==> config.mk <==
export PLATFORM = sky130hd
export DESIGN_NAME = comparator_bank
export DESIGN_NICKNAME = d
export VERILOG_FILES = /design/src/comparator_channel.v /design/src/comparator_bank.v
export VERILOG_INCLUDE_DIRS = /design/src /design/src/common
export SDC_FILE = /design/constraint.sdc
export NUM_CORES = 1
export LEC_CHECK = 0
export BUFFER_PORTS_ARGS = -buffer_cell sky130_fd_sc_hd__buf_4
export CAP_MARGIN = 10
export CORE_MARGIN = 3
export CORE_UTILIZATION = 30
export CTS_CLUSTER_DIAMETER = 120
export CTS_CLUSTER_SIZE = 14
export DETAILED_ROUTE_END_ITERATION = 16
export PLACE_DENSITY_LB_ADDON = 0.05
export SLEW_MARGIN = 20
export SYNTH_ARGS = -nofsm -noshare
export SYNTH_HDL_FRONTEND = slang
export SYNTH_HIERARCHICAL = 1
export SYNTH_SLANG_ARGS = --single-unit
==> constraint.sdc <==
create_clock -name pclk -period 1.96 [get_ports pclk]
set_clock_uncertainty 0.1 [all_clocks]
set_input_delay 0.392 -clock pclk [delete_from_list [all_inputs] [get_ports pclk]]
set_output_delay 0.392 -clock pclk [all_outputs]
set_load 0.02 [all_outputs]
==> src/common/comparator_bank_defines.vh <==
`ifndef COMPARATOR_BANK_DEFINES_VH
`define COMPARATOR_BANK_DEFINES_VH

`define CTRL1_ADDR        12'h000
`define CTRL2_ADDR        12'h004
`define CTRL3_ADDR        12'h008
`define STATUS_ADDR       12'h00c
`define IDLE_ADDR         12'h010

`define CTRL_RESET        16'h0000
`define CTRL_WMASK        16'hf2db

`define BIT_ENABLE        15
`define BIT_PIN_DRIVE     14
`define BIT_INVERT        13
`define BIT_LOW_POWER     12
`define BIT_EVENT         9
`define BIT_RESULT        8
`define EDGE_HI           7
`define EDGE_LO           6
`define REF_HI            4
`define REF_LO            3
`define CHAN_HI           1
`define CHAN_LO           0

`define EDGE_NONE         2'b00
`define EDGE_RISE         2'b01
`define EDGE_FALL         2'b10
`define EDGE_ANY          2'b11

`define STAT_EVENT_LO     8
`define STAT_IDLE_STOP    15

`endif

==> src/comparator_channel.v <==
`timescale 1ns/1ns
`default_nettype none
`include "comparator_bank_defines.vh"

module comparator_channel
(
  input  wire        pclk,
  input  wire        presetn,
  input  wire        clk_en,
  input  wire        raw_compare,
  input  wire [1:0]  edge_select,
  input  wire        invert,
  input  wire        enable,
  input  wire        event_clear,
  input  wire        config_write,
  output reg         compare_result,
  output reg         event_flag,
  output reg         event_pulse
);

  // Three flops; a change counts once the second and third agree.
  reg        sync1;
  reg        sync2;
  reg        sync3;
  reg        first_pending;
  wire       next_result;
  wire       rising;
  wire       falling;
  reg        hit;

  assign next_result = (sync2 == sync3) ? (sync3 ^ invert) : compare_result;
  assign rising      = !compare_result && next_result;
  assign falling     = compare_result && !next_result;

  always @*
  begin
    hit = 1'b0;
    if (first_pending)
      hit = rising || falling;
    else
      case (edge_select)
        `EDGE_RISE: hit = rising;
        `EDGE_FALL: hit = falling;
        `EDGE_ANY:  hit = rising || falling;
        default:    hit = 1'b0;
      endcase
    if (edge_select == `EDGE_NONE || !enable)
      hit = 1'b0;
  end

  always @(posedge pclk or negedge presetn)
  begin
    if (!presetn)
    begin
      sync1          <= 1'b0;
      sync2          <= 1'b0;
      sync3          <= 1'b0;
      compare_result <= 1'b0;
      event_flag     <= 1'b0;
      event_pulse    <= 1'b0;
      first_pending  <= 1'b1;
    end
    else if (clk_en)
    begin
      sync1          <= raw_compare;
      sync2          <= sync1;
      sync3          <= sync2;
      compare_result <= enable ? next_result : 1'b0;
      event_pulse    <= hit && !event_flag;
      // A new event wins over a clear in the same cycle only while the flag is clear; with the flag set, the clear wins.
      if (hit && !event_flag)
        event_flag <= 1'b1;
      else if (event_clear)
        event_flag <= 1'b0;
      if (config_write)
        first_pending <= 1'b1;
      else if (hit && !event_flag)
        first_pending <= 1'b0;
    end
  end

endmodule
`default_nettype wire

==> src/comparator_bank.v <==
// The address map and the APB interface to the registers were decided locally.
`timescale 1ns/1ns
`default_nettype none
`include "comparator_bank_defines.vh"

module comparator_bank
(
  input  wire        pclk,
  input  wire        presetn,
  input  wire        clk_en,
  input  wire        psel,
  input  wire        penable,
  input  wire        pwrite,
  input  wire [11:0] paddr,
  input  wire [31:0] pwdata,
  output reg  [31:0] prdata,
  output reg         pready,
  output reg         pslverr,
  input  wire [2:0]  raw_compare,
  input  wire        idle_mode,
  output reg  [2:0]  comparator_enable,
  output reg  [2:0]  low_power_select,
  output reg  [5:0]  inverting_channel_select,
  output reg  [5:0]  reference_select,
  output reg  [2:0]  result_pin_drive,
  output reg  [2:0]  result_output_pin,
  output reg  [2:0]  interrupt_request
);

  reg  [15:0] ctrl [0:2];
  reg         idle_interrupt_stop;
  reg         idle_sync1;
  reg         idle_sync2;
  reg         idle_sync3;
  reg         idle_seen;
  reg  [31:0] next_rdata;
  reg         next_err;
  wire [2:0]  compare_result;
  wire [2:0]  event_flag;
  wire [2:0]  event_pulse;
  wire        setup;
  wire        wr;
  wire [15:0] status;

  assign setup = psel && !penable;
  assign wr    = psel && penable && pready && pwrite;
  assign status = {idle_interrupt_stop, 4'h0, event_flag, 5'h00,
                   compare_result};

  // -------------------------------------------------------------------
  // Per-channel control and event logic
  // -------------------------------------------------------------------
  genvar g;
  generate
    for (g = 0; g < 3; g = g + 1)
    begin : chan
      wire sel;
      wire ev_clr;
      assign sel = (paddr == ((g == 0) ? `CTRL1_ADDR :
                              (g == 1) ? `CTRL2_ADDR : `CTRL3_ADDR));
      // Writing 0 to the event bit clears it; writing 1 leaves it alone.
      assign ev_clr = wr && sel && !pwdata[`BIT_EVENT];

      always @(posedge pclk or negedge presetn)
      begin
        if (!presetn)
          ctrl[g] <= `CTRL_RESET;
        else if (clk_en && wr && sel)
          ctrl[g] <= pwdata[15:0] & `CTRL_WMASK;
      end

      comparator_channel u_chan
      (
        .pclk           (pclk),
        .presetn        (presetn),
        .clk_en         (clk_en),
        .raw_compare    (raw_compare[g]),
        .edge_select    (ctrl[g][`EDGE_HI:`EDGE_LO]),
        .invert         (ctrl[g][`BIT_INVERT]),
        .enable         (ctrl[g][`BIT_ENABLE]),
        .event_clear    (ev_clr),
        .config_write   (wr && sel),
        .compare_result (compare_result[g]),
        .event_flag     (event_flag[g]),
        .event_pulse    (event_pulse[g])
      );

      always @(posedge pclk or negedge presetn)
      begin
        if (!presetn)
        begin
          comparator_enable[g]           <= 1'b0;
          low_power_select[g]            <= 1'b0;
          inverting_channel_select[2*g+1 -: 2] <= 2'b00;
          reference_select[2*g+1 -: 2]   <= 2'b00;
          result_pin_drive[g]            <= 1'b0;
          result_output_pin[g]           <= 1'b0;
          interrupt_request[g]           <= 1'b0;
        end
        else if (clk_en)
        begin
          comparator_enable[g] <= ctrl[g][`BIT_ENABLE];
          low_power_select[g]  <= ctrl[g][`BIT_LOW_POWER];
          // Codes go to the analog mux: 11 band-gap, 10/01/00 pins.
          inverting_channel_select[2*g+1 -: 2] <=
            ctrl[g][`CHAN_HI:`CHAN_LO];
          reference_select[2*g+1 -: 2] <= ctrl[g][`REF_HI:`REF_LO];
          result_pin_drive[g]  <= ctrl[g][`BIT_PIN_DRIVE];
          // Pin value is registered here only as a digital mirror; the pad
          // itself routes the unsynchronised analog result when drive is on.
          result_output_pin[g] <= ctrl[g][`BIT_PIN_DRIVE] &&
                                  ctrl[g][`BIT_ENABLE] &&
                                  (raw_compare[g] ^ ctrl[g][`BIT_INVERT]);
          interrupt_request[g] <= event_pulse[g] &&
                                  !(idle_interrupt_stop && idle_seen);
        end
      end
    end
  endgenerate

  // -------------------------------------------------------------------
  // Idle input and APB slave
  // -------------------------------------------------------------------
  always @*
  begin
    next_err   = 1'b0;
    next_rdata = 32'h00000000;
    case (paddr)
      `CTRL1_ADDR:  next_rdata = {16'h0000, ctrl[0][15:10],
                                  event_flag[0], compare_result[0],
                                  ctrl[0][7:0]};
      `CTRL2_ADDR:  next_rdata = {16'h0000, ctrl[1][15:10],
                                  event_flag[1], compare_result[1],
                                  ctrl[1][7:0]};
      `CTRL3_ADDR:  next_rdata = {16'h0000, ctrl[2][15:10],
                                  event_flag[2], compare_result[2],
                                  ctrl[2][7:0]};
      `STATUS_ADDR: next_rdata = {16'h0000, status};
      `IDLE_ADDR:   next_rdata = {31'h00000000, idle_interrupt_stop};
      default:      next_err   = 1'b1;
    endcase
  end

  always @(posedge pclk or negedge presetn)
  begin
    if (!presetn)
    begin
      prdata              <= 32'h00000000;
      pready              <= 1'b0;
      pslverr             <= 1'b0;
      idle_interrupt_stop <= 1'b0;
      idle_sync1          <= 1'b0;
      idle_sync2          <= 1'b0;
      idle_sync3          <= 1'b0;
      idle_seen           <= 1'b0;
    end
    else if (clk_en)
    begin
      idle_sync1 <= idle_mode;
      idle_sync2 <= idle_sync1;
      idle_sync3 <= idle_sync2;
      if (idle_sync2 == idle_sync3)
        idle_seen <= idle_sync3;
      // No wait state: ready rises in the first access cycle, the cycle after setup.
      pready  <= setup;
      pslverr <= setup && next_err;
      if (setup && !pwrite)
        prdata <= next_rdata;
      if (wr && (paddr == `IDLE_ADDR || paddr == `STATUS_ADDR))
        idle_interrupt_stop <= pwdata[0] ^ (paddr == `STATUS_ADDR ?
          (pwdata[`STAT_IDLE_STOP] ^ pwdata[0]) : 1'b0);
    end
  end

endmodule
`default_nettype wire

Yosys cells after proc, flatten, opt, wreduce, memory -nomap -nowiden
Index checks and enable logic that the tools add are counted.
Storage, ports and cells
  bits in registers: 120
  bits of input ports: 54
  output and inout bits: 61
  word-level logic and storage cells: 187
Cells by class
  equal/unequal tests: 17
  mux-type cells: 30
  bitwise operators: 8
  reduce and logical (&&, ||, !) cells: 79
Operators with widths (number)
  one-hot mux 16 bit (5 select lines): 1
  logical AND 1 bit: 36
  2-to-1 mux 1 bit: 26
  == test 12 x 4 -> 1 bit, second input constant: 2
  AND reduction 2 bit: 9
  zero test 1 bit: 16
  == test 12 x 3 -> 1 bit, second input constant: 1
  == test 12 x 5 -> 1 bit, second input constant: 1
  == test 2 bit, second input constant: 6
  zero test 12 bit: 1
  nonzero test 2 bit: 6
  one-hot mux 1 bit (3 select lines): 3
  bitwise XOR 1 bit: 8
  logical OR 1 bit: 7
  == test 2 x 1 -> 1 bit, second input constant: 3
  zero test 2 bit: 3
  OR reduction 5 bit: 1
  == test 1 bit: 4

Longest topological paths before layout
  depth after elaboration: 11
  depth in mapped cells: 8
  gate-level depth less buffers: 7

Hierarchy
Netlist, hierarchy kept.
By module, submodules not included
  comparator_bank: instances 1, cells each 300, area each 3637.2 sq um, seq. area each 1951.9 sq um
  comparator_channel: instances 3, cells each 34, area each 387.9 sq um, seq. area each 176.4 sq um

Least setup slack after synthesis
Ideal clock, no wire load.
  kind: input port to flip-flop
  from: input paddr[9]
  to: register ctrl[16] (netlist name)
  setup time: 0.125 ns
  data arrival time: 2.411 ns
  required time: 1.735 ns
  setup slack: -0.676 ns
  stages on the path: 6
  path buffers: 2
  cell sequence: or4_4 > buf_6 > or4_4 > buf_6 > nor3_4 > mux2_2
On the way
  longest elaborated chain between the ends: 2
RTL lines
  start: declaration: RTL line comparator_bank.v:14  | input wire [11:0] paddr,
  == test 12 x 3 -> 1 bit: RTL line comparator_bank.v:59  | assign sel = (paddr == ((g == 0) ? `CTRL1_ADDR :
  logical AND 1 bit: RTL line comparator_bank.v:68  | else if (clk_en && wr && sel)
  end signal: indexed assignment: RTL line comparator_bank.v:67  | ctrl[g] <= `CTRL_RESET;
  end signal: indexed assignment: RTL line comparator_bank.v:69  | ctrl[g] <= pwdata[15:0] & `CTRL_WMASK;
  end: declaration: RTL line comparator_bank.v:30  | reg [15:0] ctrl [0:2];
No other way between the ends.
A chain may end at the register's enable or synchronous reset.

Worst setup path after layout
  from: input paddr[8]
  to: register ctrl[16] (netlist name)
The elaborated chain is that of the path after synthesis.

==> results_tabular.tex <==
\begin{tabular}{lr}
\hline
Metric & Value \\
\hline
\multicolumn{2}{l}{\textbf{Run status}} \\
Run status & finished with violations \\
Violations in the final reports & negative setup slack \\
\multicolumn{2}{l}{\textbf{Floorplanning}} \\
Total I/O pin count & 115 \\
FP Rows & 45 \\
Initial cell density of the core & 31.1\% \\
Chip width & 133 microns \\
Total die area & 17,600 sq um \\
Placeable core area & 15,400 sq um \\
Vertical die dimension & 133 microns \\
\multicolumn{2}{l}{\textbf{Layout}} \\
Number of diodes added for antenna fixing & 0 \\
Layout cells sized above 1 & 45.4\% \\
\# nets final & 572 \\
Final instance area & 6240 sq um \\
Final Core Density & 40.4\% \\
Signed area change from the synthesized netlist to the final layout & 29.9\% \\
\multicolumn{2}{l}{\textbf{Flow run}} \\
Number of maximum-capacitance violations & 0 \\
\multicolumn{2}{l}{\textbf{Synthesis}} \\
Avg Inst Size Synth & 11.9 sq um \\
Share of synthesized flip-flops with an asynchronous set or reset & 100\% \\
Dominant synthesized flop cell & sky130\_fd\_sc\_hd\_\_dfrtp\_1 \\
Total standard cell area after synthesis & 4800 sq um \\
Share of the yosys chip area belonging to registers & 51.7\% \\
Synth top area cells & sky130\_fd\_sc\_hd\_\_dfrtp\_1 50\%, sky130\_fd\_sc\_hd\_\_mux2\_2 16\%, sky130\_fd\_sc\_hd\_\_buf\_4 3.3\%, sky130\_fd\_sc\_hd\_\_dfstp\_2 1.6\%, sky130\_fd\_sc\_hd\_\_ha\_1 1.6\% \\
Most area-hungry cell type in the Yosys netlist & sky130\_fd\_sc\_hd\_\_dfrtp\_1 \\
Portion of synthesized cell area occupied by the leading cell type & 50.0\% \\
Number of flops mapped to enable cells by yosys & 0 \\
Number of flip-flops and latches in the synthesized netlist & 99 \\
Number of standard cells after synthesis & 402 \\
Synthesis Warnings & 6 \\
Library cells used by synthesis & 54 \\
\multicolumn{2}{l}{\textbf{Placed design}} \\
Placement-stage worst setup slack & -528 ps \\
IO Port Bufs & 75 \\
Placer congestion estimate & 0.803 \\
Final HPWL from detailed placement & 9910 microns \\
Area after detailed placement & 5850 sq um \\
\multicolumn{2}{l}{\textbf{Routing}} \\
Vias per cell & 4.82 \\
Routed WL per cell & 18.3 microns \\
Detailed-route wire length & 13,300 microns \\
Remaining DRCs & 0 \\
Via count & 3,500 \\
DRT iter0 DRCs & 156 \\
Number of detailed-routing iterations run before antenna repair & 4 \\
ANT nets after route & 0 \\
\multicolumn{2}{l}{\textbf{Global routing}} \\
Vias in the first global route & 3,615 \\
Pin count of the biggest net entering global routing & 52 \\
Antenna violations before repair & 0 \\
Aggregate global routing overflow & 0 \\
Overall routing resource usage & 15.7\% \\
First-pass GRT wire length & 21,200 microns \\
\multicolumn{2}{l}{\textbf{STA}} \\
Achievable clock frequency & 501 MHz \\
RSZ-0062 raised after global routing & true \\
Final Hold Violating Endpoints & 0 \\
Post-route fraction of the period consumed by the critical path & 102\% \\
Setup-failing EPs final & 8 \\
Final sum of negative setup slack & -203 ps \\
Final worst slack & -36.9 ps \\
Minimum clock period after layout & 2000 ps \\
Worst-case hold slack & 171 ps \\
Pins over their slew limit & 0 \\
\multicolumn{2}{l}{\textbf{Clock tree}} \\
Clock latency at the later pin of the worst-skew pair & 350 ps \\
Cts bufs inserted & 9 \\
CTS tree & yes \\
Clock-pin slew reported for the worst setup and hold paths after clock tree synthesis & 70 ps \\
H-Tree Level Count & 3 \\
Deepest clock path buffer count & 2 \\
TritonCTS sink count & 99 \\
Root Buffer Master & sky130\_fd\_sc\_hd\_\_clkbuf\_16 \\
\multicolumn{2}{l}{\textbf{Setup path}} \\
Most frequent cell on the critical path & sky130\_fd\_sc\_hd\_\_or4\_4 \\
Critical Path Slowest Stage Cell & sky130\_fd\_sc\_hd\_\_or4\_4 \\
Required time of the critical path & 2100 ps \\
Cell-by-cell listing of the critical path & buf\_4 > or4\_4 > or4\_4 > nor3\_4 > buf\_6 > mux2\_4 \\
Signal arrival time at the worst endpoint & 2130 ps \\
Critical Path Max Stage Delay & 520 ps \\
Setup crit start kind & input pin \\
Worst setup path category & in -> reg \\
Nature of the critical path endpoint & flip-flop \\
Critical path fanouts, max & 6 \\
\multicolumn{2}{l}{\textbf{Power}} \\
Peak supply drop & 0.000455 V \\
Leakage & 0.00295 uW \\
Cell area power density & 713 nW/um\^{}2 \\
\multicolumn{2}{l}{\textbf{Hold path}} \\
Type of the worst min-delay path & in -> reg \\
\hline
\end{tabular}
-- repair_timing --
item / CTS / global route
endpoints found under the setup margin: 31 / 31
hold buffers: 1 / 0
pin swaps: 4 / 5
buffers inserted: 0 / 0
gates resized for setup: 18 / 5
endpoints found under the hold margin: 16 / 0
-- cell usage in the layout (no fill, tap or decap), drive strengths merged, types with 4 or more instances in the layout --
cell type,count
a32oi,7
o22ai,6
dfrtp,96
nand3,13
a21oi,8
a22oi,4
mux2,68
nand2,15
nor3,5
a31oi,8
clkbuf,9
nor2,14
o21ai,18
ha,6
or2,6
conb,18
nor2b,10
buf,118
nor4,7
inv,22
-- worst max-delay path: cells and delay by family --
family,cells,cell delay [ps]
simple gates,3,1150
mux,1,300
buf+inv,2,290
-- report_power, final --
part           switching, uW  leakage [uW]  internal [uW]
Sequential              57.4       0.00133           2110
Combinational            288       0.00149            208
Clock                    803      0.000138            987
Total                   1150       0.00295           3300
-- metal layers --
layer / vias to the layer above / track usage (%) / part of all wire (%)
met3: 14 / 3.61 / 5.3
met2: 86 / 23.7 / 46
met4: 0 / 4.62 / 1.5
met5: - / 0 / 0
li1: 1650 / - / -
met1: 1750 / 22.6 / 47
-- final timing paths --
check	from	end	slack, ps	depth (start not counted)
setup reg to reg	ctrl[13]$_DFFE_PN0P_	chan[2].u_chan/event_pulse$_DFFE_PN0P_	150	7
min in group asynchronous	presetn	chan[0].u_chan/sync1$_DFFE_PN0P_	380	2
hold / removal	idle_mode	idle_sync1$_DFFE_PN0P_	170	2
setup / recovery	paddr[8]	ctrl[16]$_DFFE_PN0P_	-40	6
hold reg to reg	result_output_pin[1]$_DFFE_PN0P_	result_output_pin[1]$_DFFE_PN0P_	400	1
max in group asynchronous	presetn	chan[1].u_chan/first_pending$_DFFE_PN1P_	730	3
-- cell type report --
| type | count | area [sq um] |
|---|---|---|
| clock buffer | 9 | 225 |
| clock inverter | 5 | 63.8 |
| fill | 1570 | 9190 |
| inverter | 20 | 75.1 |
| multi-input combinational | 263 | 2170 |
| sequential | 99 | 2480 |
| tap | 211 | 264 |
| timing repair buffer | 119 | 957 |
-- through the flow --
stage,power [uW],cells
5_1_grt,4670,726
6_report,4450,726
3_5_place_dp,2700,711
4_1_cts,4520,726
2_1_floorplan,2480,419
3_3_place_gp,2690,711
-- cell usage after synthesis (4+ instances only) --
master	instances
sky130_fd_sc_hd__nand3_1	13
sky130_fd_sc_hd__inv_1	17
sky130_fd_sc_hd__buf_1	4
sky130_fd_sc_hd__a21oi_1	8
sky130_fd_sc_hd__a31oi_1	8
sky130_fd_sc_hd__nand2_1	14
sky130_fd_sc_hd__mux2_2	68
sky130_fd_sc_hd__nor3_1	4
sky130_fd_sc_hd__a22oi_1	4
sky130_fd_sc_hd__nor4_1	5
sky130_fd_sc_hd__ha_1	6
sky130_fd_sc_hd__buf_4	21
sky130_fd_sc_hd__o21ai_0	15
sky130_fd_sc_hd__nor2b_1	10
sky130_fd_sc_hd__a32oi_1	7
sky130_fd_sc_hd__o22ai_1	6
sky130_fd_sc_hd__clkbuf_1	9
sky130_fd_sc_hd__nor2_1	14
sky130_fd_sc_hd__dfrtp_1	96
-- flip-flops by register name (all words and copies together), names as in the netlist, 6 cells and up --
| signal | flops |
|---|---|
| ctrl | 30 |
| prdata | 14 |
| inverting_channel_select | 6 |
| reference_select | 6 |
-- logic make-up after synthesis --
group | count (synthesis) | synth area share, %
adder cells (fa/ha/maj) | 6 | 1.56
AND/OR/NAND/NOR | 91 | 11.1
flip-flops | 99 | 51.7
other | 1 | 0.0781
XOR/XNOR | 3 | 0.547
buffers and inverters | 57 | 6.44
multiplexers | 70 | 16.6
AO/OA/AOI/OAI | 75 | 11.9
No activity file was read; power rests on OpenSTA's default activity.
